### src/inc/rtc_regs.svh
`ifndef RTC_REGS_SVH
`define RTC_REGS_SVH

// Register word indices on the plain register port
`define OFS_CAL_CFG     4'h0
`define OFS_PWR_CTL     4'h1
`define OFS_ALM_CFG     4'h2
`define OFS_ALM_WIN     4'h3
`define OFS_YEAR        4'h4
`define OFS_MONTH_DAY   4'h5
`define OFS_WDAY_HOUR   4'h6
`define OFS_MIN_SEC     4'h7

// Calibration/configuration fields
`define CC_UNIT_ON      15
`define CC_UNLOCK       13
`define CC_HALF         11
`define CC_PIN_ON       10
`define CC_PTR_HI       9
`define CC_PTR_LO       8
`define CC_CAL_HI       7

// Power control fields
`define PC_ON           15
`define PC_POL          14
`define PC_STAB_DIV     13
`define PC_SAMP_DIV     12
`define PC_SRC_HI       11
`define PC_SRC_LO       10
`define PC_OUT_HI       9
`define PC_OUT_LO       8

// Alarm configuration fields
`define AC_ON           15
`define AC_CHIME        14
`define AC_PERIOD_HI    13
`define AC_PERIOD_LO    10
`define AC_INDEX_HI     9
`define AC_INDEX_LO     8

// Reset values
`define RST_CAL_CFG     16'h0000
`define RST_PWR_CTL     16'h0000
`define RST_ALM_CFG     16'h0000
`define RST_YEAR        16'h0000
`define RST_MONTH_DAY   16'h0101
`define RST_WDAY_HOUR   16'h0000
`define RST_MIN_SEC     16'h0000

// Implemented-bit masks; other bits read as zero
`define MASK_CAL_CFG    16'hbfff
`define MASK_PWR_CTL    16'hff00
`define MASK_YEAR       16'h00ff
`define MASK_MONTH_DAY  16'h1f3f
`define MASK_WDAY_HOUR  16'h073f
`define MASK_MIN_SEC    16'h7f7f

// Timebase pulses per half second for the power-line sources
`define HALF_50HZ       17'h0_0019
`define HALF_60HZ       17'h0_001e

// Drift correction interval in seconds
`define CAL_PERIOD_S    15

`endif

### src/inc/rtc_pkg.sv
package rtc_pkg;

   typedef enum logic [1:0] {
      PW_IDLE = 2'b00,
      PW_STAB = 2'b01,
      PW_SAMP = 2'b11
   } pw_state_e;

   typedef logic [15:0] word_t;

   typedef struct packed {
      word_t       cal_cfg;
      word_t       pwr_ctl;
      word_t       alm_cfg;
      word_t       year;
      word_t       month_day;
      word_t       wday_hour;
      word_t       min_sec;
      word_t       alm_ms;
      word_t       alm_wh;
      word_t       alm_md;
      logic [7:0]  stab_len;
      logic [7:0]  sample_len;
      logic [2:0]  src_s1;
      logic [2:0]  src_s2;
      logic        src_prev;
      logic [16:0] presc;
      pw_state_e   pw_state;
      logic [7:0]  pw_cnt;
      logic        pw_div;
      logic        alarm_pulse;
      logic        pwr_q;
      logic        pin_q;
      word_t       rdata;
   } st_s;

endpackage

### src/rtl/rtc_calendar_alarm_power_ctrl.sv
// Functional notes
// - Positive calibration adds pulses each 15 seconds
// - Negative calibration subtracts pulses each 15 seconds
// - Config and power registers cleared only at power-on
// - Unit enable writable only while unlocked
// - Minute/second write clears half-second flag
// - Power control bit switches power function
// - Polarity bit picks active-high or active-low output
// - Window prescaler bits divide source by two
// - Timebase select picks crystal, internal, 50/60 Hz
// - Output select routes alarm, seconds, source, power
// - Alarm disables itself when repeats exhausted
// - Chime wraps repeat count, else stops
// - Alarm period code picks match fields
// - February 29 yearly alarm fires leap years only
// - Alarm window index maps register pairs
// - Alarm window high access decrements index, saturating
// - Repeat counter decrements on each alarm while nonzero
// - Year holds two BCD digits, upper byte zero
// - Calendar fields BCD, unused bits read zero
// - Minutes and seconds held as BCD digits
// - Calendar writes blocked while locked
// - Unlock bit opens time values for writes
`timescale 1ns/1ps
`include "rtc_regs.svh"

module rtc_calendar_alarm_power_ctrl #(
   parameter logic [16:0] HALF_SECONDARY_CRYSTAL_OSC = 17'h0_4000,
   parameter logic [16:0] HALF_LOW_POWER_INTERNAL_OSC = 17'h0_3d09
) (
   input  wire logic            clk,
   input  wire logic            rst_n,
   input  wire logic            warm_reset,
   input  wire logic [3:0]      addr,
   input  wire rtc_pkg::word_t  wdata,
   input  wire logic            wr,
   input  wire logic            rd,
   output      rtc_pkg::word_t  rdata,
   input  wire logic            secondary_crystal_osc,
   input  wire logic            low_power_internal_osc,
   input  wire logic            line_in,
   output      logic            alarm_pulse,
   output      logic            pwr_ctl_pin,
   output      logic            rtc_pin
);
   import rtc_pkg::*;

   st_s s_r;
   st_s s_nxt;

   // BCD increment that wraps from last back to first
   function automatic logic [7:0] bcd_inc(input logic [7:0] v,
                                          input logic [7:0] last,
                                          input logic [7:0] first);
      if (v == last) begin
         return first;
      end else if (v[3:0] == 4'h9) begin
         return {v[7:4] + 4'h1, 4'h0};
      end else begin
         return {v[7:4], v[3:0] + 4'h1};
      end
   endfunction

   // Years 2000-2099: divisible by four means leap
   function automatic logic [7:0] month_last(input logic [7:0] mon,
                                             input logic [7:0] yr);
      logic [1:0] m4;
      m4 = {yr[4], 1'b0} + yr[1:0];
      unique case (mon)
         8'h02:                       return (m4 == 2'h0) ? 8'h29 : 8'h28;
         8'h04, 8'h06, 8'h09, 8'h11: return 8'h30;
         default:                     return 8'h31;
      endcase
   endfunction

   logic        src_lvl;
   logic        tick;
   logic [16:0] half_cnt;
   logic        half_tick;
   logic        sec_tick;
   logic        cal_due;
   logic        unlocked;
   logic        match;
   logic        alarm_evt;
   logic        c_sec;
   logic        c_min;
   logic        c_hour;
   logic        c_day;
   logic        c_mon;
   logic [7:0]  n_sec;
   logic [7:0]  n_min;
   logic [7:0]  n_hour;
   logic [7:0]  n_day;
   logic [7:0]  n_mon;
   logic [7:0]  n_year;
   logic [2:0]  n_wday;
   logic        stab_tick;
   logic        samp_tick;
   logic        pwr_active;
   logic [1:0]  win_idx;
   logic        ms_hit;
   logic        hit_wr;

   always_comb begin
      s_nxt = s_r;
      unlocked = s_r.cal_cfg[`CC_UNLOCK];

      // Only the second stage of each synchroniser feeds logic
      s_nxt.src_s1 = {line_in, low_power_internal_osc,
                      secondary_crystal_osc};
      s_nxt.src_s2 = s_r.src_s1;

      unique case (s_r.pwr_ctl[`PC_SRC_HI:`PC_SRC_LO])
         2'b00: begin
            src_lvl  = s_r.src_s2[0];
            half_cnt = HALF_SECONDARY_CRYSTAL_OSC;
         end
         2'b01: begin
            src_lvl  = s_r.src_s2[1];
            half_cnt = HALF_LOW_POWER_INTERNAL_OSC;
         end
         2'b10: begin
            src_lvl  = s_r.src_s2[2];
            half_cnt = `HALF_50HZ;
         end
         2'b11: begin
            src_lvl  = s_r.src_s2[2];
            half_cnt = `HALF_60HZ;
         end
      endcase
      s_nxt.src_prev = src_lvl;
      tick = src_lvl & ~s_r.src_prev;

      // Half-second prescaler, signed so calibration can preload it
      half_tick = 1'b0;
      if (s_r.cal_cfg[`CC_UNIT_ON] && tick) begin
         if ($signed(s_r.presc) >= $signed(half_cnt - 17'h0_0001)) begin
            half_tick    = 1'b1;
            s_nxt.presc  = 17'h0_0000;
         end else begin
            s_nxt.presc  = s_r.presc + 17'h0_0001;
         end
      end
      sec_tick = half_tick & s_r.cal_cfg[`CC_HALF];
      if (half_tick) begin
         s_nxt.cal_cfg[`CC_HALF] = ~s_r.cal_cfg[`CC_HALF];
      end

      // Calendar advance on the second boundary
      n_sec  = bcd_inc(s_r.min_sec[7:0], 8'h59, 8'h00);
      c_sec  = (s_r.min_sec[7:0] == 8'h59);
      n_min  = bcd_inc(s_r.min_sec[15:8], 8'h59, 8'h00);
      c_min  = (s_r.min_sec[15:8] == 8'h59);
      n_hour = bcd_inc(s_r.wday_hour[7:0], 8'h23, 8'h00);
      c_hour = (s_r.wday_hour[7:0] == 8'h23);
      n_wday = (s_r.wday_hour[10:8] >= 3'h6) ? 3'h0
                                            : s_r.wday_hour[10:8] + 3'h1;
      n_day  = bcd_inc(s_r.month_day[7:0],
                       month_last(s_r.month_day[15:8], s_r.year[7:0]),
                       8'h01);
      c_day  = (s_r.month_day[7:0] ==
                month_last(s_r.month_day[15:8], s_r.year[7:0]));
      n_mon  = bcd_inc(s_r.month_day[15:8], 8'h12, 8'h01);
      c_mon  = (s_r.month_day[15:8] == 8'h12);
      n_year = bcd_inc(s_r.year[7:0], 8'h99, 8'h00);

      cal_due = 1'b0;
      if (sec_tick) begin
         s_nxt.min_sec[7:0] = n_sec;
         if (c_sec) begin
            s_nxt.min_sec[15:8] = n_min;
            if (c_min) begin
               s_nxt.wday_hour[7:0] = n_hour;
               if (c_hour) begin
                  s_nxt.wday_hour[10:8] = n_wday;
                  s_nxt.month_day[7:0]  = n_day;
                  if (c_day) begin
                     s_nxt.month_day[15:8] = n_mon;
                     if (c_mon) begin
                        s_nxt.year[7:0] = n_year;
                     end
                  end
               end
            end
         end
         cal_due = (n_sec[3:0] == 4'h0 || n_sec[3:0] == 4'h5) &&
                   (n_sec == 8'h00 || n_sec == 8'h15 ||
                    n_sec == 8'h30 || n_sec == 8'h45);
      end
      // Drift correction: a head start adds pulses, a deficit drops them
      if (cal_due) begin
         s_nxt.presc = {{9{s_r.cal_cfg[`CC_CAL_HI]}}, s_r.cal_cfg[7:0]};
      end

      // Alarm comparison against the time being entered
      unique case (s_r.alm_cfg[`AC_PERIOD_HI:`AC_PERIOD_LO])
         4'h0: match = half_tick;
         4'h1: match = sec_tick;
         4'h2: match = sec_tick && s_nxt.min_sec[3:0] == s_r.alm_ms[3:0];
         4'h3: match = sec_tick && s_nxt.min_sec[7:0] == s_r.alm_ms[7:0];
         4'h4: match = sec_tick &&
                       s_nxt.min_sec[11:0] == s_r.alm_ms[11:0];
         4'h5: match = sec_tick && s_nxt.min_sec == s_r.alm_ms;
         4'h6: match = sec_tick && s_nxt.min_sec == s_r.alm_ms &&
                       s_nxt.wday_hour[7:0] == s_r.alm_wh[7:0];
         4'h7: match = sec_tick && s_nxt.min_sec == s_r.alm_ms &&
                       s_nxt.wday_hour == s_r.alm_wh;
         4'h8: match = sec_tick && s_nxt.min_sec == s_r.alm_ms &&
                       s_nxt.wday_hour[7:0] == s_r.alm_wh[7:0] &&
                       s_nxt.month_day[7:0] == s_r.alm_md[7:0];
         // Day 29 of month 2 only exists in leap years
         4'h9: match = sec_tick && s_nxt.min_sec == s_r.alm_ms &&
                       s_nxt.wday_hour[7:0] == s_r.alm_wh[7:0] &&
                       s_nxt.month_day == s_r.alm_md;
         default: match = 1'b0;
      endcase
      alarm_evt = match & s_r.alm_cfg[`AC_ON];
      s_nxt.alarm_pulse = alarm_evt;

      if (alarm_evt) begin
         if (s_r.alm_cfg[7:0] != 8'h00) begin
            s_nxt.alm_cfg[7:0] = s_r.alm_cfg[7:0] - 8'h01;
         end else if (s_r.alm_cfg[`AC_CHIME]) begin
            s_nxt.alm_cfg[7:0] = 8'hff;
         end else begin
            s_nxt.alm_cfg[`AC_ON] = 1'b0;
         end
      end

      // Power-control windows counted in source pulses
      if (tick) begin
         s_nxt.pw_div = ~s_r.pw_div;
      end
      stab_tick = tick & (~s_r.pwr_ctl[`PC_STAB_DIV] | s_r.pw_div);
      samp_tick = tick & (~s_r.pwr_ctl[`PC_SAMP_DIV] | s_r.pw_div);
      unique case (s_r.pw_state)
         PW_IDLE: begin
            if (alarm_evt && s_r.pwr_ctl[`PC_ON]) begin
               if (s_r.stab_len != 8'h00) begin
                  s_nxt.pw_state = PW_STAB;
                  s_nxt.pw_cnt   = s_r.stab_len;
               end else if (s_r.sample_len != 8'h00) begin
                  s_nxt.pw_state = PW_SAMP;
                  s_nxt.pw_cnt   = s_r.sample_len;
               end
            end
         end
         PW_STAB: begin
            if (stab_tick) begin
               s_nxt.pw_cnt = s_r.pw_cnt - 8'h01;
               if (s_r.pw_cnt == 8'h01) begin
                  s_nxt.pw_cnt   = s_r.sample_len;
                  s_nxt.pw_state = (s_r.sample_len != 8'h00) ? PW_SAMP
                                                             : PW_IDLE;
               end
            end
         end
         PW_SAMP: begin
            if (samp_tick && s_r.sample_len != 8'hff) begin
               s_nxt.pw_cnt = s_r.pw_cnt - 8'h01;
               if (s_r.pw_cnt == 8'h01) begin
                  s_nxt.pw_state = PW_IDLE;
               end
            end
         end
         default: s_nxt.pw_state = PW_IDLE;
      endcase
      if (!s_r.pwr_ctl[`PC_ON]) begin
         s_nxt.pw_state = PW_IDLE;
      end
      // An all-ones sample length keeps the window open regardless
      pwr_active = (s_r.pwr_ctl[`PC_ON] && s_r.pw_state != PW_IDLE) ||
                   s_r.sample_len == 8'hff;
      s_nxt.pwr_q = s_r.pwr_ctl[`PC_POL] ? pwr_active : ~pwr_active;

      unique case (s_r.pwr_ctl[`PC_OUT_HI:`PC_OUT_LO])
         2'b00: s_nxt.pin_q = s_r.alarm_pulse;
         2'b01: s_nxt.pin_q = ~s_r.cal_cfg[`CC_HALF];
         2'b10: s_nxt.pin_q = src_lvl;
         2'b11: s_nxt.pin_q = s_r.pwr_q;
      endcase
      if (!s_r.cal_cfg[`CC_PIN_ON]) begin
         s_nxt.pin_q = 1'b0;
      end

      // Register port
      win_idx = s_r.alm_cfg[`AC_INDEX_HI:`AC_INDEX_LO];
      ms_hit  = 1'b0;
      hit_wr  = 1'b0;
      s_nxt.rdata = 16'h0000;
      if (wr) begin
         unique case (addr)
            `OFS_CAL_CFG: begin
               s_nxt.cal_cfg[`CC_UNLOCK] = wdata[`CC_UNLOCK];
               s_nxt.cal_cfg[`CC_PIN_ON] = wdata[`CC_PIN_ON];
               s_nxt.cal_cfg[`CC_PTR_HI:`CC_PTR_LO] =
                  wdata[`CC_PTR_HI:`CC_PTR_LO];
               s_nxt.cal_cfg[7:0] = wdata[7:0];
               if (unlocked) begin
                  s_nxt.cal_cfg[`CC_UNIT_ON] = wdata[`CC_UNIT_ON];
               end
            end
            `OFS_PWR_CTL: s_nxt.pwr_ctl = wdata & `MASK_PWR_CTL;
            `OFS_ALM_CFG: s_nxt.alm_cfg = wdata;
            `OFS_ALM_WIN: begin
               hit_wr = 1'b1;
               unique case (win_idx)
                  2'b00: s_nxt.alm_ms = wdata & `MASK_MIN_SEC;
                  2'b01: s_nxt.alm_wh = wdata & `MASK_WDAY_HOUR;
                  2'b10: s_nxt.alm_md = wdata & `MASK_MONTH_DAY;
                  2'b11: begin
                     if (unlocked) begin
                        s_nxt.stab_len   = wdata[15:8];
                        s_nxt.sample_len = wdata[7:0];
                     end
                  end
               endcase
            end
            `OFS_YEAR: begin
               if (unlocked) begin
                  s_nxt.year = wdata & `MASK_YEAR;
               end
            end
            `OFS_MONTH_DAY: begin
               if (unlocked) begin
                  s_nxt.month_day = wdata & `MASK_MONTH_DAY;
               end
            end
            `OFS_WDAY_HOUR: begin
               if (unlocked) begin
                  s_nxt.wday_hour = wdata & `MASK_WDAY_HOUR;
               end
            end
            `OFS_MIN_SEC: begin
               ms_hit = 1'b1;
               if (unlocked) begin
                  s_nxt.min_sec = wdata & `MASK_MIN_SEC;
               end
            end
            default: ;
         endcase
      end
      if (rd) begin
         unique case (addr)
            `OFS_CAL_CFG:   s_nxt.rdata = s_r.cal_cfg & `MASK_CAL_CFG;
            `OFS_PWR_CTL:   s_nxt.rdata = s_r.pwr_ctl;
            `OFS_ALM_CFG:   s_nxt.rdata = s_r.alm_cfg;
            `OFS_ALM_WIN: begin
               hit_wr = 1'b1;
               unique case (win_idx)
                  2'b00: s_nxt.rdata = s_r.alm_ms;
                  2'b01: s_nxt.rdata = s_r.alm_wh;
                  2'b10: s_nxt.rdata = s_r.alm_md;
                  2'b11: s_nxt.rdata = {s_r.stab_len, s_r.sample_len};
               endcase
            end
            `OFS_YEAR:      s_nxt.rdata = s_r.year;
            `OFS_MONTH_DAY: s_nxt.rdata = s_r.month_day;
            `OFS_WDAY_HOUR: s_nxt.rdata = s_r.wday_hour;
            `OFS_MIN_SEC:   s_nxt.rdata = s_r.min_sec;
            default:        s_nxt.rdata = 16'h0000;
         endcase
      end
      // Saturating index step; a config write in the same cycle wins
      if (hit_wr && win_idx != 2'b00 && !(wr && addr == `OFS_ALM_CFG)) begin
         s_nxt.alm_cfg[`AC_INDEX_HI:`AC_INDEX_LO] = win_idx - 2'b01;
      end
      // Writing seconds restarts the half-second phase and prescaler
      if (ms_hit) begin
         s_nxt.cal_cfg[`CC_HALF] = 1'b0;
         s_nxt.presc = 17'h0_0000;
      end

      // Warm reset spares the config and power registers
      if (warm_reset) begin
         s_nxt.alm_cfg  = `RST_ALM_CFG;
         s_nxt.pw_state = PW_IDLE;
         s_nxt.presc    = 17'h0_0000;
      end
   end

   always_ff @(posedge clk or negedge rst_n) begin
      if (!rst_n) begin
         s_r            <= '0;
         s_r.cal_cfg    <= `RST_CAL_CFG;
         s_r.pwr_ctl    <= `RST_PWR_CTL;
         s_r.alm_cfg    <= `RST_ALM_CFG;
         s_r.year       <= `RST_YEAR;
         s_r.month_day  <= `RST_MONTH_DAY;
         s_r.wday_hour  <= `RST_WDAY_HOUR;
         s_r.min_sec    <= `RST_MIN_SEC;
         s_r.pw_state   <= PW_IDLE;
         s_r.pwr_q      <= 1'b1;
      end else begin
         s_r <= s_nxt;
      end
   end

   assign rdata       = s_r.rdata;
   assign alarm_pulse = s_r.alarm_pulse;
   assign pwr_ctl_pin = s_r.pwr_q;
   assign rtc_pin     = s_r.pin_q;

endmodule

### config.mk
export PLATFORM = sky130hd
export DESIGN_NAME = rtc_calendar_alarm_power_ctrl
export DESIGN_NICKNAME = d
export VERILOG_FILES = /design/src/inc/rtc_pkg.sv /design/src/rtl/rtc_calendar_alarm_power_ctrl.sv
export VERILOG_INCLUDE_DIRS = /design/src /design/src/inc
export SDC_FILE = /design/constraint.sdc
export NUM_CORES = 1
export LEC_CHECK = 0
export BUFFER_PORTS_ARGS = -buffer_cell sky130_fd_sc_hd__buf_2
export CAP_MARGIN = 25
export CORE_MARGIN = 2
export CORE_UTILIZATION = 45
export DETAILED_ROUTE_END_ITERATION = 10
export GPL_TIMING_DRIVEN = 0
export PLACE_DENSITY = 0.67
export SLEW_MARGIN = 20
export SYNTH_ARGS = -nofsm -noshare
export SYNTH_HDL_FRONTEND = slang
export SYNTH_SLANG_ARGS = --single-unit
### constraint.sdc
create_clock -name clk -period 8.1 [get_ports clk]
set_input_delay 1.62 -clock clk [delete_from_list [all_inputs] [get_ports clk]]
set_output_delay 1.62 -clock clk [all_outputs]
set_load 0.01 [all_outputs]
Yosys cells after proc, flatten, opt, wreduce, memory -nomap -nowiden
Cells that the tools add are included.
{"block": "totals", "register_bits": 193, "latchBits": 0, "ram_bits": 0, "rom_bits": 0, "in_bits": 28, "out_inout_bits": 19, "elab_cells": 271, "n_memories": 0}
{"block": "op_classes", "addsub": 19, "n_mul": 0, "div_mod_pow": 0, "order_cmp": 2, "n_eq_ne": 69, "shift": 0, "n_mux": 85, "n_bitwise": 13, "n_reduce_logical": 56}
{"op": "$mux 16", "count": 12}
{"op": "$mux 144", "count": 1}
{"op": "$mux 8", "count": 17}
{"op": "$pmux 16 s8", "count": 1}
{"op": "$mux 24", "count": 4}
{"op": "$mux 17", "count": 4}
{"op": "$pmux 17 s4", "count": 1}
{"op": "$mux 64", "count": 1}
{"op": "$pmux 16 s4", "count": 1}
{"op": "$mux 10", "count": 6}
{"op": "$add 4x1->4 const B", "count": 12}
{"op": "$mux 19", "count": 2}
{"op": "$eq 4x3->1 const B", "count": 9}
{"op": "$mux 11", "count": 3}
{"op": "$eq 4x4->1 const B", "count": 8}
{"op": "$mux 27", "count": 1}
{"op": "$eq 8x5->1 const B", "count": 3}
{"op": "$eq 8x7->1 const B", "count": 3}
{"op": "$pmux 8 s3", "count": 1}
{"op": "$reduce_bool 8->1", "count": 3}
{"op": "$ne 4x4->1 const B", "count": 5}
{"op": "$add 17x1->17 const B", "count": 1}
{"op": "$ge 17x17->1", "count": 1}
{"op": "$mux 1", "count": 17}
{"op": "56 further kinds", "count": 127}

Depth between registers and ports, before layout
Gate-level depths: netlist of run 1.
{"block": "logic_depth", "depth_word": 19, "depth_mapped": 20, "ltp_nobuf": 17}

Least setup slack after synthesis of run 1
OpenSTA, ideal clock, no wires.
{"block": "synth_timing", "kind": "reg2reg", "from": "register s_r[208] in the netlist's numbering", "to": "register s_r[27] in the netlist's numbering", "setup_ns": 0.125, "arrival_time_ns": 5.054, "t_required_ns": 7.975, "path_slack_ns": 2.921, "stages_incl_launch_ff": 19, "synth_period_minus_slack_ns": 5.179, "cell_sequence": "dfrtp_1 -> inv_1 -> ha_1 -> xnor2_1 -> ha_1 -> a21o_1 -> a21oi_1 -> nor2b_1 -> o41ai_2 -> a21oi_2 -> clkbuf_1 -> nor4_1 -> mux2i_1 -> nand3_1 -> a2111oi_0 -> o2111ai_1 -> or4_1 -> a31oi_1 -> mux2_2"}
{"block": "synth_via", "elab_chain_len": 17, "elab_cells_between_ends": 42, "cone_classes": "1 x add/sub; 1 x order compare; 14 x eq/ne; 7 x mux; 5 x bitwise; 14 x reduce/logical"}
{"item": "start, declared", "line_no": "rtc_calendar_alarm_power_ctrl.sv:48", "text": "st_s s_r;"}
{"item": "start signal, assigned", "line_no": "rtc_calendar_alarm_power_ctrl.sv:395", "text": "s_r <= s_nxt;"}
{"item": "$eq 2x2->1, or another cell as far along", "line_no": "rtc_calendar_alarm_power_ctrl.sv:113", "text": "unique case (s_r.pwr_ctl[`PC_SRC_HI:`PC_SRC_LO])"}
{"item": "$pmux 17 s4 / $reduce_or 2->1 (equally long branches)"}
{"item": "$sub 17x1->17 / $pmux 1 s3 (equally long branches)", "line_no": "rtc_calendar_alarm_power_ctrl.sv:137, rtc_calendar_alarm_power_ctrl.sv:113"}
{"item": "$ge 17x17->1 / $and 1x1->1 (equally long branches)", "line_no": "rtc_calendar_alarm_power_ctrl.sv:137, rtc_calendar_alarm_power_ctrl.sv:132"}
{"item": "$mux 1 / $logic_and 1x1->1 (equally long branches)", "line_no": "rtc_calendar_alarm_power_ctrl.sv:137, rtc_calendar_alarm_power_ctrl.sv:136"}
{"item": "$mux 1", "line_no": "rtc_calendar_alarm_power_ctrl.sv:136", "text": "if (s_r.cal_cfg[`CC_UNIT_ON] && tick) begin"}
{"item": "$and 1x1->1", "line_no": "rtc_calendar_alarm_power_ctrl.sv:144", "text": "sec_tick = half_tick & s_r.cal_cfg[`CC_HALF];"}
{"item": "$mux 27", "line_no": "rtc_calendar_alarm_power_ctrl.sv:168", "text": "if (sec_tick) begin"}
{"item": "$eq 16x15->1"}
{"item": "$logic_and 1x1->1"}
{"item": "$logic_and 1x1->1", "line_no": "rtc_calendar_alarm_power_ctrl.sv:204, rtc_calendar_alarm_power_ctrl.sv:208, rtc_calendar_alarm_power_ctrl.sv:212"}
{"item": "$logic_and 1x1->1, on equally long branches", "line_no": "rtc_calendar_alarm_power_ctrl.sv:213, rtc_calendar_alarm_power_ctrl.sv:209"}
{"item": "$pmux 1 s10", "line_no": "rtc_calendar_alarm_power_ctrl.sv:196", "text": "unique case (s_r.alm_cfg[`AC_PERIOD_HI:`AC_PERIOD_LO])"}
{"item": "$and 1x1->1", "line_no": "rtc_calendar_alarm_power_ctrl.sv:217", "text": "alarm_evt = match & s_r.alm_cfg[`AC_ON];"}
{"item": "$logic_and 1x1->1", "line_no": "rtc_calendar_alarm_power_ctrl.sv:238", "text": "if (alarm_evt && s_r.pwr_ctl[`PC_ON]) begin"}
{"item": "$ne 2x2->1 (no line)"}
{"item": "$reduce_and 5->1 (no line) *"}
Every way passes the cells marked *; elsewhere a longest branch is shown, timed or not. The select of a mux whose other input is x is not followed.
A chain may end at the register's enable or synchronous reset.

Worst setup path after layout of run 1
Ends and elaborated chain as after synthesis.

==> impl_metrics.ini, run 1 <==
[run_status]
status = finished, final reports clean

[placed_design]
io_buffers = 37
dp_hpwl_mm = 32.64
placed_area_mm2 = 0.01345
gp_congestion = 1.001

[clock_tree]
clock_path_buffers = 2
postCtsSetupBuffers = 0
hold_buffers = 0
cts_buffers = 17
cts_root_buf = clkbuf_16
clock_latency_ps = 470
cts.reportedPaths.clkPinSlew_ps = 80
htree_levels = 4
cts_sinks = 193
cts_tree = built
cts_resized = 0

[power]
vdd_drop_max_uv = 113.6
p_per_area_mw_per_mm2 = 212.1
p_leak_uw = 0.005818

[timing]
finalHoldViolCount = 0
drv_slew = 0
period_needed_ps = 6758
tns_ps = 0
fin_crit_sh_pct = 83.43
slew_headroom_pct = 23.23
tightest_slew_ps = 1136
setup_viol = 0
rsz0062_at_grt = false
clock_skew_ps = 16.28
max_freq_ghz = 0.1480

[global_routing]
antenna_found_initial = 1
grt_pass1_wl_mm = 65.96
grt_pass1_vias = 11150
track_usage_pct = 29.87
grt_overflow = 0
grt_max_degree = 89

[setup_path]
path_cells = inv_1 -> ha_1 -> xnor2_1 -> ha_1 -> a21o_1 -> a21oi_1 -> nor2b_1 -> o41ai_2 -> nand2_1 -> nand2_1 -> o21ai_0 -> or3_1 -> a2111oi_0 -> o2111ai_1 -> or4_1 -> a31oi_1 -> mux2_2
path_max_fanout = 9
startpoint_type = flop
criticalPathCategory = reg -> reg
critical_path.slowest_cell = o41ai_2
cp_num_buf_inv = 1
crit_family = compound AO/OA/AOI/OAI gates
crit_path_max_incr_delay_ps = 630
crit_path_end_kind = flop
worstPathRequired_ps = 8450
arrival_ps = 7110

[yosys]
synth_cells = 1444
avgSynthCellArea_um2 = 8.797
ys_seq_area_share_pct = 38.05
ys_seq_elements = 193
synth_ff_type = dfrtp_1
synth_fp_nets = 1522
synthArstFlopShare_pct = 100.0
synth_edf_count = 0
ys.warnings.count = 0
synthesis.area_mm2 = 0.01270
ys_types = 85

[finish]
drive_gt1_share_pct = 12.52
final_area_mm2 = 0.01407
nNetsFinal = 1582
diodes = 0
layout-area-overhead-vs-synth_pct = 10.76

[routing]
first_pass_iters = 9
wire_per_inst_um = 22.98
wl_mm = 43.55
drc_errors = 0
via_per_inst = 6.300
ant_nets = 0
vias = 11940
drtIter0Drc = 1545

[floorplanning]
dieWidth_um = 172.0
die_area_mm2 = 0.02959
io_pins = 47
die_h_um = 172.0
initial_core_util_pct = 45.72
num_rows = 61
core_area_mm2 = 0.02778

[min_path]
min_path_type = reg -> reg

[flow_run]
cap_violations = 0
==> state kept, by name, summed over array words and instances, names as in the netlist <==
| name | count |
|---|---|
| s_r | 171 |
| rdata | 16 |
| s_nxt | 3 |
| alarm_pulse | 1 |
| pwr_ctl_pin | 1 |
| rtc_pin | 1 |
==> worst register-to-register path: stages, from the launching register on <==
cell and delay, ps:
dfrtp_1 590, inv_1 150, ha_1 320, xnor2_1 460, ha_1 350, a21o_1 180, a21oi_1 130, nor2b_1 70
o41ai_2 630, nand2_1 450, nand2_1 540, o21ai_0 270, or3_1 410, a2111oi_0 590, o2111ai_1 180, or4_1 600
a31oi_1 340, mux2_2 380
==> Yosys cell counts, drive strengths merged (12+ instances only) <==
| cell type | instances | area share [%] |
|---|---|---|
| dfrtp | 190 | 37 |
| nand2 | 144 | 4.3 |
| nor2 | 137 | 4.1 |
| o21ai | 105 | 4.1 |
| a21oi | 76 | 3.1 |
| clkbuf | 60 | 1.8 |
| mux2 | 60 | 5.3 |
| inv | 55 | 1.6 |
| nand3 | 53 | 2.2 |
| ha | 50 | 4.9 |
| a31oi | 41 | 2.0 |
| nor3 | 40 | 1.7 |
| xnor2 | 39 | 2.7 |
| buf | 34 | 1.6 |
| a22oi | 32 | 1.9 |
| nor4 | 27 | 1.4 |
| xor2 | 24 | 1.7 |
| and3 | 20 | 0.99 |
| nand2b | 20 | 0.99 |
| nand4 | 17 | 0.84 |
| nor2b | 16 | 0.85 |
| a222oi | 14 | 1.1 |
| a221oi | 12 | 0.88 |
==> stage by stage <==
| step | worst slack, ps | hold WS, ps | power, uW | utilization [%] | std cells |
|---|---|---|---|---|---|
| global route | 949.9 | 372.0 | 3133 | 50.64 | 1895 |
| CTS | 1433 | 368.0 | 2975 | 50.62 | 1894 |
| global placement | 1441 | 343.7 | 2049 | 48.09 | 1859 |
| finish | 1342 | 360.1 | 2984 | 50.64 | 1895 |
| floorplan | 2921 | 331.2 | 1801 | - | 1444 |
| detailed placement | 1470 | 341.1 | 2080 | 48.42 | 1862 |
==> layout by cell type (no fill, tap or decap), types with 6 or more instances in the layout <==
cell type	count
dfrtp_1	190
nand2_1	144
nor2_1	135
o21ai_0	102
a21oi_1	74
clkbuf_1	60
mux2_2	60
inv_1	55
nand3_1	52
ha_1	50
buf_2	44
a31oi_1	41
xnor2_1	39
nor3_1	37
a22oi_1	31
xor2_1	24
nor4_1	24
nand2b_1	20
and3_1	20
nand4_1	17
clkbuf_16	17
buf_4	16
nor2b_1	15
a222oi_1	14
mux2i_1	11
a221oi_1	11
buf_1	10
o31ai_1	10
or3_1	9
a22o_1	9
nor3b_1	8
a21o_1	7
or4_1	7
o211ai_1	7
and2_1	6
nand3b_1	6
o22ai_1	6
==> power by group <==
part | switching, uW | total [uW] | internal, uW
Combinational | 481 | 806 | 325
Clock | 422 | 897 | 475
Sequential | 193 | 1280 | 1090
==> worst paths after layout <==
check / cells after the start / slack [ps] / to / start
max in group asynchronous: 2 / 6330 / pwr_ctl_pin / rst_n
worst max-delay path: 17 / 1340 / s_r[27] / s_r[208]
min in group asynchronous: 1 / 1000 / s_r[170] / rst_n
worst min-delay path: 0 / 360 / s_r[50] / s_nxt[50]
worst max register to register: 17 / 1340 / s_r[27] / s_r[208]
worst min register to register: 0 / 360 / s_r[50] / s_nxt[50]
==> per-layer routing <==
layer	part of all wire [%]	track usage (%)	vias to the layer above
li1	-	-	5417
met1	40	39.67	5829
met2	46	48.37	589
met3	9.6	5.882	104
met4	3.5	11.18	0
met5	0	0	-
==> cells by family (layout without fill, tap and decap cells) <==
| kind of cell | count (synthesis) | count (layout) | share of synthesized area (%) |
|---|---|---|---|
| AOI/OAI and AO/OA | 384 | 384 | 20.36 |
| and+or+nand+nor | 533 | 533 | 20.95 |
| adders and majority gates | 50 | 50 | 4.925 |
| DFF | 193 | 193 | 38.05 |
| muxes | 72 | 72 | 6.363 |
| xor gates and xnor gates | 63 | 63 | 4.344 |
| buffers and inverters | 149 | 222 | 5.004 |
==> layout make-up <==
class	instances	area, um2
Buffer	94	429.2
Clock buffer	18	439.2
Clock inverter	14	172.7
Fill cell	2683	13710
Inverter	55	206.4
Multi-Input combinational cell	1102	7254
Sequential cell	193	4833
Tap cell	378	473.0
Timing Repair Buffer	41	260.3
Power figures use the tool's default switching activity.
==> run 2, diff against run 1 <==
--- a/config.mk
+++ b/config.mk
@@ -6,6 +6,7 @@
 export SDC_FILE = /design/constraint.sdc
 export NUM_CORES = 1
 export LEC_CHECK = 0
+export ABC_AREA = 1
 export BUFFER_PORTS_ARGS = -buffer_cell sky130_fd_sc_hd__buf_2
 export CAP_MARGIN = 25
 export CORE_MARGIN = 2
==> constraint.sdc (replaced) <==
create_clock -name clk -period 7.05 [get_ports clk]
set_input_delay 1.41 -clock clk [delete_from_list [all_inputs] [get_ports clk]]
set_output_delay 1.41 -clock clk [all_outputs]
set_load 0.01 [all_outputs]
==> run 2 against run 1 <==
Final area up 0.63%. Clock power up 15%. Largest power group unchanged. Critical path depth up 14.
==> impl_metrics.ini, run 2 <==
[run_status]
status = finished, final reports clean

[finish]
final_common_cell = nand2_1
largest_reg_flops = 171
mostFrequentLayoutCells = nand2_1 (417), inv_1 (259), o21ai_0 (190), dfrtp_1 (190), nor2_1 (168)
regArea_mm2 = 0.004833
nFillCells = 2770
nNetsFinal = 1942
diodes = 0
layout-area-overhead-vs-synth_pct = 10.70
drive_gt1_share_pct = 8.205
top_register = s_r
multiInputGateArea_mm2 = 0.006630

[placed_design]
gp_congestion = 1.030
post-place-ws_ps = 2346
dp_hpwl_mm = 36.20
io_buffers = 46

[routing]
ant_nets = 0
via_per_inst = 5.803
drtIter0Drc = 1533
first_pass_iters = 6
vias = 13090
drc_errors = 0
wl_mm = 46.55
wire_per_inst_um = 20.64

[global_routing]
grt_overflow = 0
grt_max_degree = 98
grt_pass1_vias = 12140
antenna_found_initial = 1
grt_pass1_wl_mm = 70.98
track_usage_pct = 31.29

[setup_path]
critical_path.slowest_cell = dfrtp_1
r2r-end = s_r[187]
ff2ff_path_depth = 31
startpoint_type = flop
crit_family = simple AND/OR/NAND/NOR gates
crit_path_max_incr_delay_ps = 440
arrival_ps = 5140
cp_num_buf_inv = 2
crit_path_end_kind = flop
r2r_start = s_r[208]
worstPathRequired_ps = 7380
criticalPathCategory = reg -> reg
path_max_fanout = 10
rrSetupSlack_ps = 2240
cp_common_cell = nand2_1

[timing]
slew_headroom_pct = 34.79
tns_ps = 0
tightest_slew_ps = 975.7
max_freq_ghz = 0.2080
rsz0062_at_grt = false
drv_slew = 0
clock_skew_ps = 17.35
fin_crit_sh_pct = 68.21
fin_ws_ps = 2241
finalHoldViolCount = 0
period_needed_ps = 4809
setup_viol = 0

[clock_tree]
cts_sinks = 193
clock_latency_ps = 460
cts.reportedPaths.clkPinSlew_ps = 80
clock_path_buffers = 2
postCtsSetupBuffers = 0
cts_root_buf = clkbuf_16
cts_resized = 0
cts_buffers = 17
hold_buffers = 0
cts_tree = built
htree_levels = 4

[min_path]
min_to = s_r[48]
hold-path-cell-count = 0
min_path_type = reg -> reg
hold_path_startpoint = s_nxt[48]

[power]
p_leak_uw = 0.006832
p_per_area_mw_per_mm2 = 256.7
vdd_drop_max_uv = 180.5

[yosys]
synth.most_common_cell = nand2_1
synth_ff_type = dfrtp_1
yosys.area.top_type = dfrtp_1
synthArstFlopShare_pct = 100.0
synth_area_leaders = dfrtp_1 (37%), nand2_1 (12%), inv_1 (7.6%), o21ai_0 (7.4%), nor2_1 (4.9%)
ys_seq_area_share_pct = 37.79
avgSynthCellArea_um2 = 7.117
synth_cells = 1797
synth_fp_nets = 1875
ys.warnings.count = 0
synth_edf_count = 0
yosys.area.top_type_share_pct = 37.18
synthesis.area_mm2 = 0.01279
ys_seq_elements = 193
ys_types = 53
yosys-top-cells-count = nand2_1 (417), inv_1 (259), dfrtp_1 (190), o21ai_0 (190), nor2_1 (168)

[floorplanning]
initial_core_util_pct = 45.91
num_rows = 61
core_area_mm2 = 0.02786
die_area_mm2 = 0.02978
dieWidth_um = 172.6
die_h_um = 172.6
io_pins = 47

[flow_run]
cap_violations = 0
-- run 2: cell count changes after synthesis, moves of 30 or more --
cell | previous run | this run
mux2_2 | 60 | 0
nor2_1 | 135 | 168
inv_1 | 55 | 259
o21ai_0 | 102 | 190
o22ai_1 | 6 | 77
a22oi_1 | 31 | 1
nand2_1 | 144 | 417
a31oi_1 | 41 | 6
xnor2_1 | 39 | 7
nand3_1 | 52 | 99
-- run 2: logic make-up (layout without fill, tap and decap cells) --
logic type / Yosys count / count (layout) / synth area share [%]
compound gates: 402 / 402 / 18.02
simple gates: 789 / 789 / 26.66
flops: 193 / 193 / 37.79
fa+ha+maj: 50 / 50 / 4.892
buf+inv: 330 / 410 / 10.37
xor+xnor: 33 / 33 / 2.260
-- run 2: metal layers --
layer	wire length (um)	part of all wire, %	track usage, %	up-vias
met3	4453	9.6	6.354	132
met2	20650	44	48.54	664
met5	13	0.028	0	-
met4	2340	5.0	15.24	2
met1	19090	41	41.85	6242
li1	-	-	-	6046
-- run 2: area by class of cell --
class | count | share of cell area [%]
Clock inverter | 15 | 1.228
Clock buffer | 17 | 3.005
Buffer | 59 | 2.183
Tap cell | 378 | 3.341
Inverter | 271 | 7.185
Sequential cell | 193 | 34.14
Timing Repair Buffer | 48 | 2.086
Multi-Input combinational cell | 1274 | 46.83
-- run 2: worst max-delay path by stage --
stage / end / from / slack [ps] / cells past startpoint
after floorplan: s_r[27] / s_r[208] / 3390 / 31
after global placement: s_r[23] / rst_n / 1210 / 1
after detailed placement: s_r[26] / s_r[208] / 2350 / 27
after CTS: s_r[26] / s_r[208] / 2310 / 27
after global routing: s_r[189] / s_r[208] / 1840 / 29
final: s_r[187] / s_r[208] / 2240 / 31
-- run 2: worst register-to-register path: cells and delay by family, from the launching register on --
kind	cells	cell delay [ps]
AND/OR/NAND/NOR	25	2910
AO/OA/AOI/OAI	1	70
flip-flops	1	440
XOR/XNOR	1	190
adder cells (fa/ha/maj)	2	660
buffers and inverters	2	440
-- run 2: stage by stage --
stage | power (uW) | hold slack (ps) | area [um2] | instances | util (%)
global route | 3841 | 359.1 | 14160 | 2255 | 50.82
finish | 3635 | 351.9 | 14160 | 2255 | 50.82
global placement | 2547 | 334.1 | 13490 | 2221 | 48.43
CTS | 3610 | 354.0 | 14160 | 2255 | 50.82
floorplan | 2193 | 331.2 | 12790 | 1797 | -
detailed placement | 2580 | 336.5 | 13560 | 2223 | 48.67
-- run 2: power breakdown --
part	internal [uW]	switching, uW	total [uW]
Combinational	367	789	1160
Clock	537	490	1030
Sequential	1270	182	1450
Total	2170	1460	3630
==> run 3, diff against run 2 <==
--- a/config.mk
+++ b/config.mk
@@ -13,7 +13,7 @@
 export CORE_UTILIZATION = 45
 export DETAILED_ROUTE_END_ITERATION = 10
 export GPL_TIMING_DRIVEN = 0
-export PLACE_DENSITY = 0.67
+export PLACE_DENSITY = 0.69
 export SLEW_MARGIN = 20
 export SYNTH_ARGS = -nofsm -noshare
 export SYNTH_HDL_FRONTEND = slang
==> constraint.sdc (replaced) <==
create_clock -name clk -period 3.9 [get_ports clk]
set_input_delay 0.78 -clock clk [delete_from_list [all_inputs] [get_ports clk]]
set_output_delay 0.78 -clock clk [all_outputs]
set_load 0.01 [all_outputs]
==> run 3 against run 2 <==
The flow now finishes with violations (setup timing). Global-route usage decreased by 0.17 points. Final cell count rose by 1.3%. Final area up 4.7%. Non-clock buffer count grew 27.
==> impl_metrics.ini, run 3 (synthesized netlist as in run 2, its figures left out) <==
[setup_path]
r2r-end = s_r[27]
arrival_ps = 4440
startpoint_type = flop
worstPathRequired_ps = 4230
ff2ff_path_depth = 32
criticalPathCategory = reg -> reg
critical_path.slowest_cell = dfrtp_2
crit_path_max_incr_delay_ps = 430
cp_common_cell = nand2_2
crit_path_end_kind = flop
rrSetupSlack_ps = -210
path_max_fanout = 8
r2r_start = s_r[208]

[placed_design]
dp_hpwl_mm = 35.56
post-place-ws_ps = -807.5
gp_congestion = 1.059
placed_area_mm2 = 0.01356
io_buffers = 46

[global_routing]
grt_pass1_vias = 12280
antenna_found_initial = 2
grt_max_degree = 75
grt_overflow = 0
grt_pass1_wl_mm = 71.10
track_usage_pct = 31.12

[flow_run]
cap_violations = 0

[power]
vdd_drop_max_uv = 295.6
clkPwrFrac_pct = 26.4
p_sw_share_pct = 40.95
p_seq_share_pct = 39.6
p_leak_uw = 0.007088
power.total_uw = 6624
p_int_uw = 3912
p_per_area_mw_per_mm2 = 446.8
power_switching_uw = 2712
pwr-share-comb_pct = 34.0

[min_path]
min_path_type = in -> async

[floorplanning]
dieWidth_um = 172.6
core_area_mm2 = 0.02786
die_h_um = 172.6
die_area_mm2 = 0.02978
num_rows = 61
initial_core_util_pct = 45.91
io_pins = 47

[timing]
fin_ws_ps = -207.8
rsz0062_at_grt = true
fin_crit_sh_pct = 105.3
drv_slew = 0
setup_viol = 20
tightest_slew_ps = 939.1
clock_skew_ps = 19.93
slew_headroom_pct = 35.77
finalHoldViolCount = 0
period_needed_ps = 4108
max_freq_ghz = 0.2434

[clock_tree]
cts_buffers = 17
hold_buffers = 0
htree_levels = 4
cts_root_buf = clkbuf_16
cts_tree = built
cts.reportedPaths.clkPinSlew_ps = 80
clock_latency_ps = 460
clock_path_buffers = 2
cts_sinks = 193

[routing]
ant_nets = 0
wl_mm = 46.50
via_per_inst = 5.776
drtIter0Drc = 1596
wire_per_inst_um = 20.35
first_pass_iters = 5
drc_errors = 0
vias = 13200

[run_status]
status = finished, violations left
violations = setup timing

[finish]
top_register = s_r
final_area_mm2 = 0.01483
mostFrequentLayoutCells = nand2_1 (397), inv_1 (256), dfrtp_1 (188)
final_common_cell = nand2_1
layout-area-overhead-vs-synth_pct = 15.93
largest_reg_flops = 171
multiInputGateArea_mm2 = 0.006990
nNetsFinal = 1971
regArea_mm2 = 0.004836
nFillCells = 2674
drive_gt1_share_pct = 12.75
## run 3: how the worst max path moves through the flow
| stage | from | to | slack [ps] | cells past startpoint |
|---|---|---|---|---|
| finish | s_r[208] | s_r[27] | -210 | 32 |
| global route | s_r[208] | s_r[27] | -460 | 35 |
| CTS | s_r[208] | s_r[184] | -110 | 30 |
| detailed placement | s_r[208] | s_r[27] | -810 | 30 |
| global placement | rst_n | s_r[23] | -1310 | 1 |
| floorplan | s_r[208] | s_r[27] | 240 | 31 |
## run 3: what timing repair did
item | 4_1_cts | 5_1_grt
gates cloned | 2 | 2
gates resized for setup | 58 | 57
buffers inserted | 15 | 9
setup endpoints to repair | 44 | 40
pin swaps | 12 | 31
endpoints found under the hold margin | 0 | 0
## run 3: metal layers
metal / vias up / wire (um) / global-route usage (%)
met5: - / 13 / 0
met4: 2 / 2039 / 13.43
met3: 124 / 4086 / 5.167
met2: 635 / 20940 / 49.38
met1: 6325 / 19420 / 42.12
li1: 6113 / - / -
## run 3: per-stage QoR
step / util [%] / cells / TNS (ps) / hold slack, ps
floorplan: - / 1797 / 0 / 331.2
detailed placement: 48.66 / 2223 / -19060 / 334.7
global placement: 48.43 / 2221 / -263340 / 336.0
global route: 53.21 / 2284 / -7976 / 238.9
finish: 53.22 / 2285 / -2967 / 217.1
CTS: 52.04 / 2272 / -1256 / 226.7
## run 3: critical path, delay by kind of cell (launching register included)
kind,cells,cell delay (ps)
AND/OR/NAND/NOR,23,2240
flip-flops,1,430
adder cells (fa/ha/maj),2,450
XOR/XNOR,1,150
buffers and inverters,5,670
AO/OA/AOI/OAI,1,50
## run 3: power groups by stage
stage / sequential, uW / clock (uW) / combinational (uW)
2_1_floorplan: 2540 / 0 / 1420
3_3_place_gp: 2640 / 0 / 1960
3_5_place_dp: 2640 / 0 / 2000
4_1_cts: 2610 / 1760 / 2100
5_1_grt: 2660 / 1850 / 2500
6_report: 2620 / 1750 / 2250
## run 3: area by class of cell
type                       count  share of cell area, %
antenna                        1                0.01688
buffer                        59                  2.236
clock buffer                  17                  2.869
clock inverter                15                 0.9790
inverter                     271                  6.946
multi-input combinational   1275                  47.15
sequential                   193                  32.62
tap                          378                  3.190
timing repair buffer          75                  3.916
timing repair inverter         1                0.07596
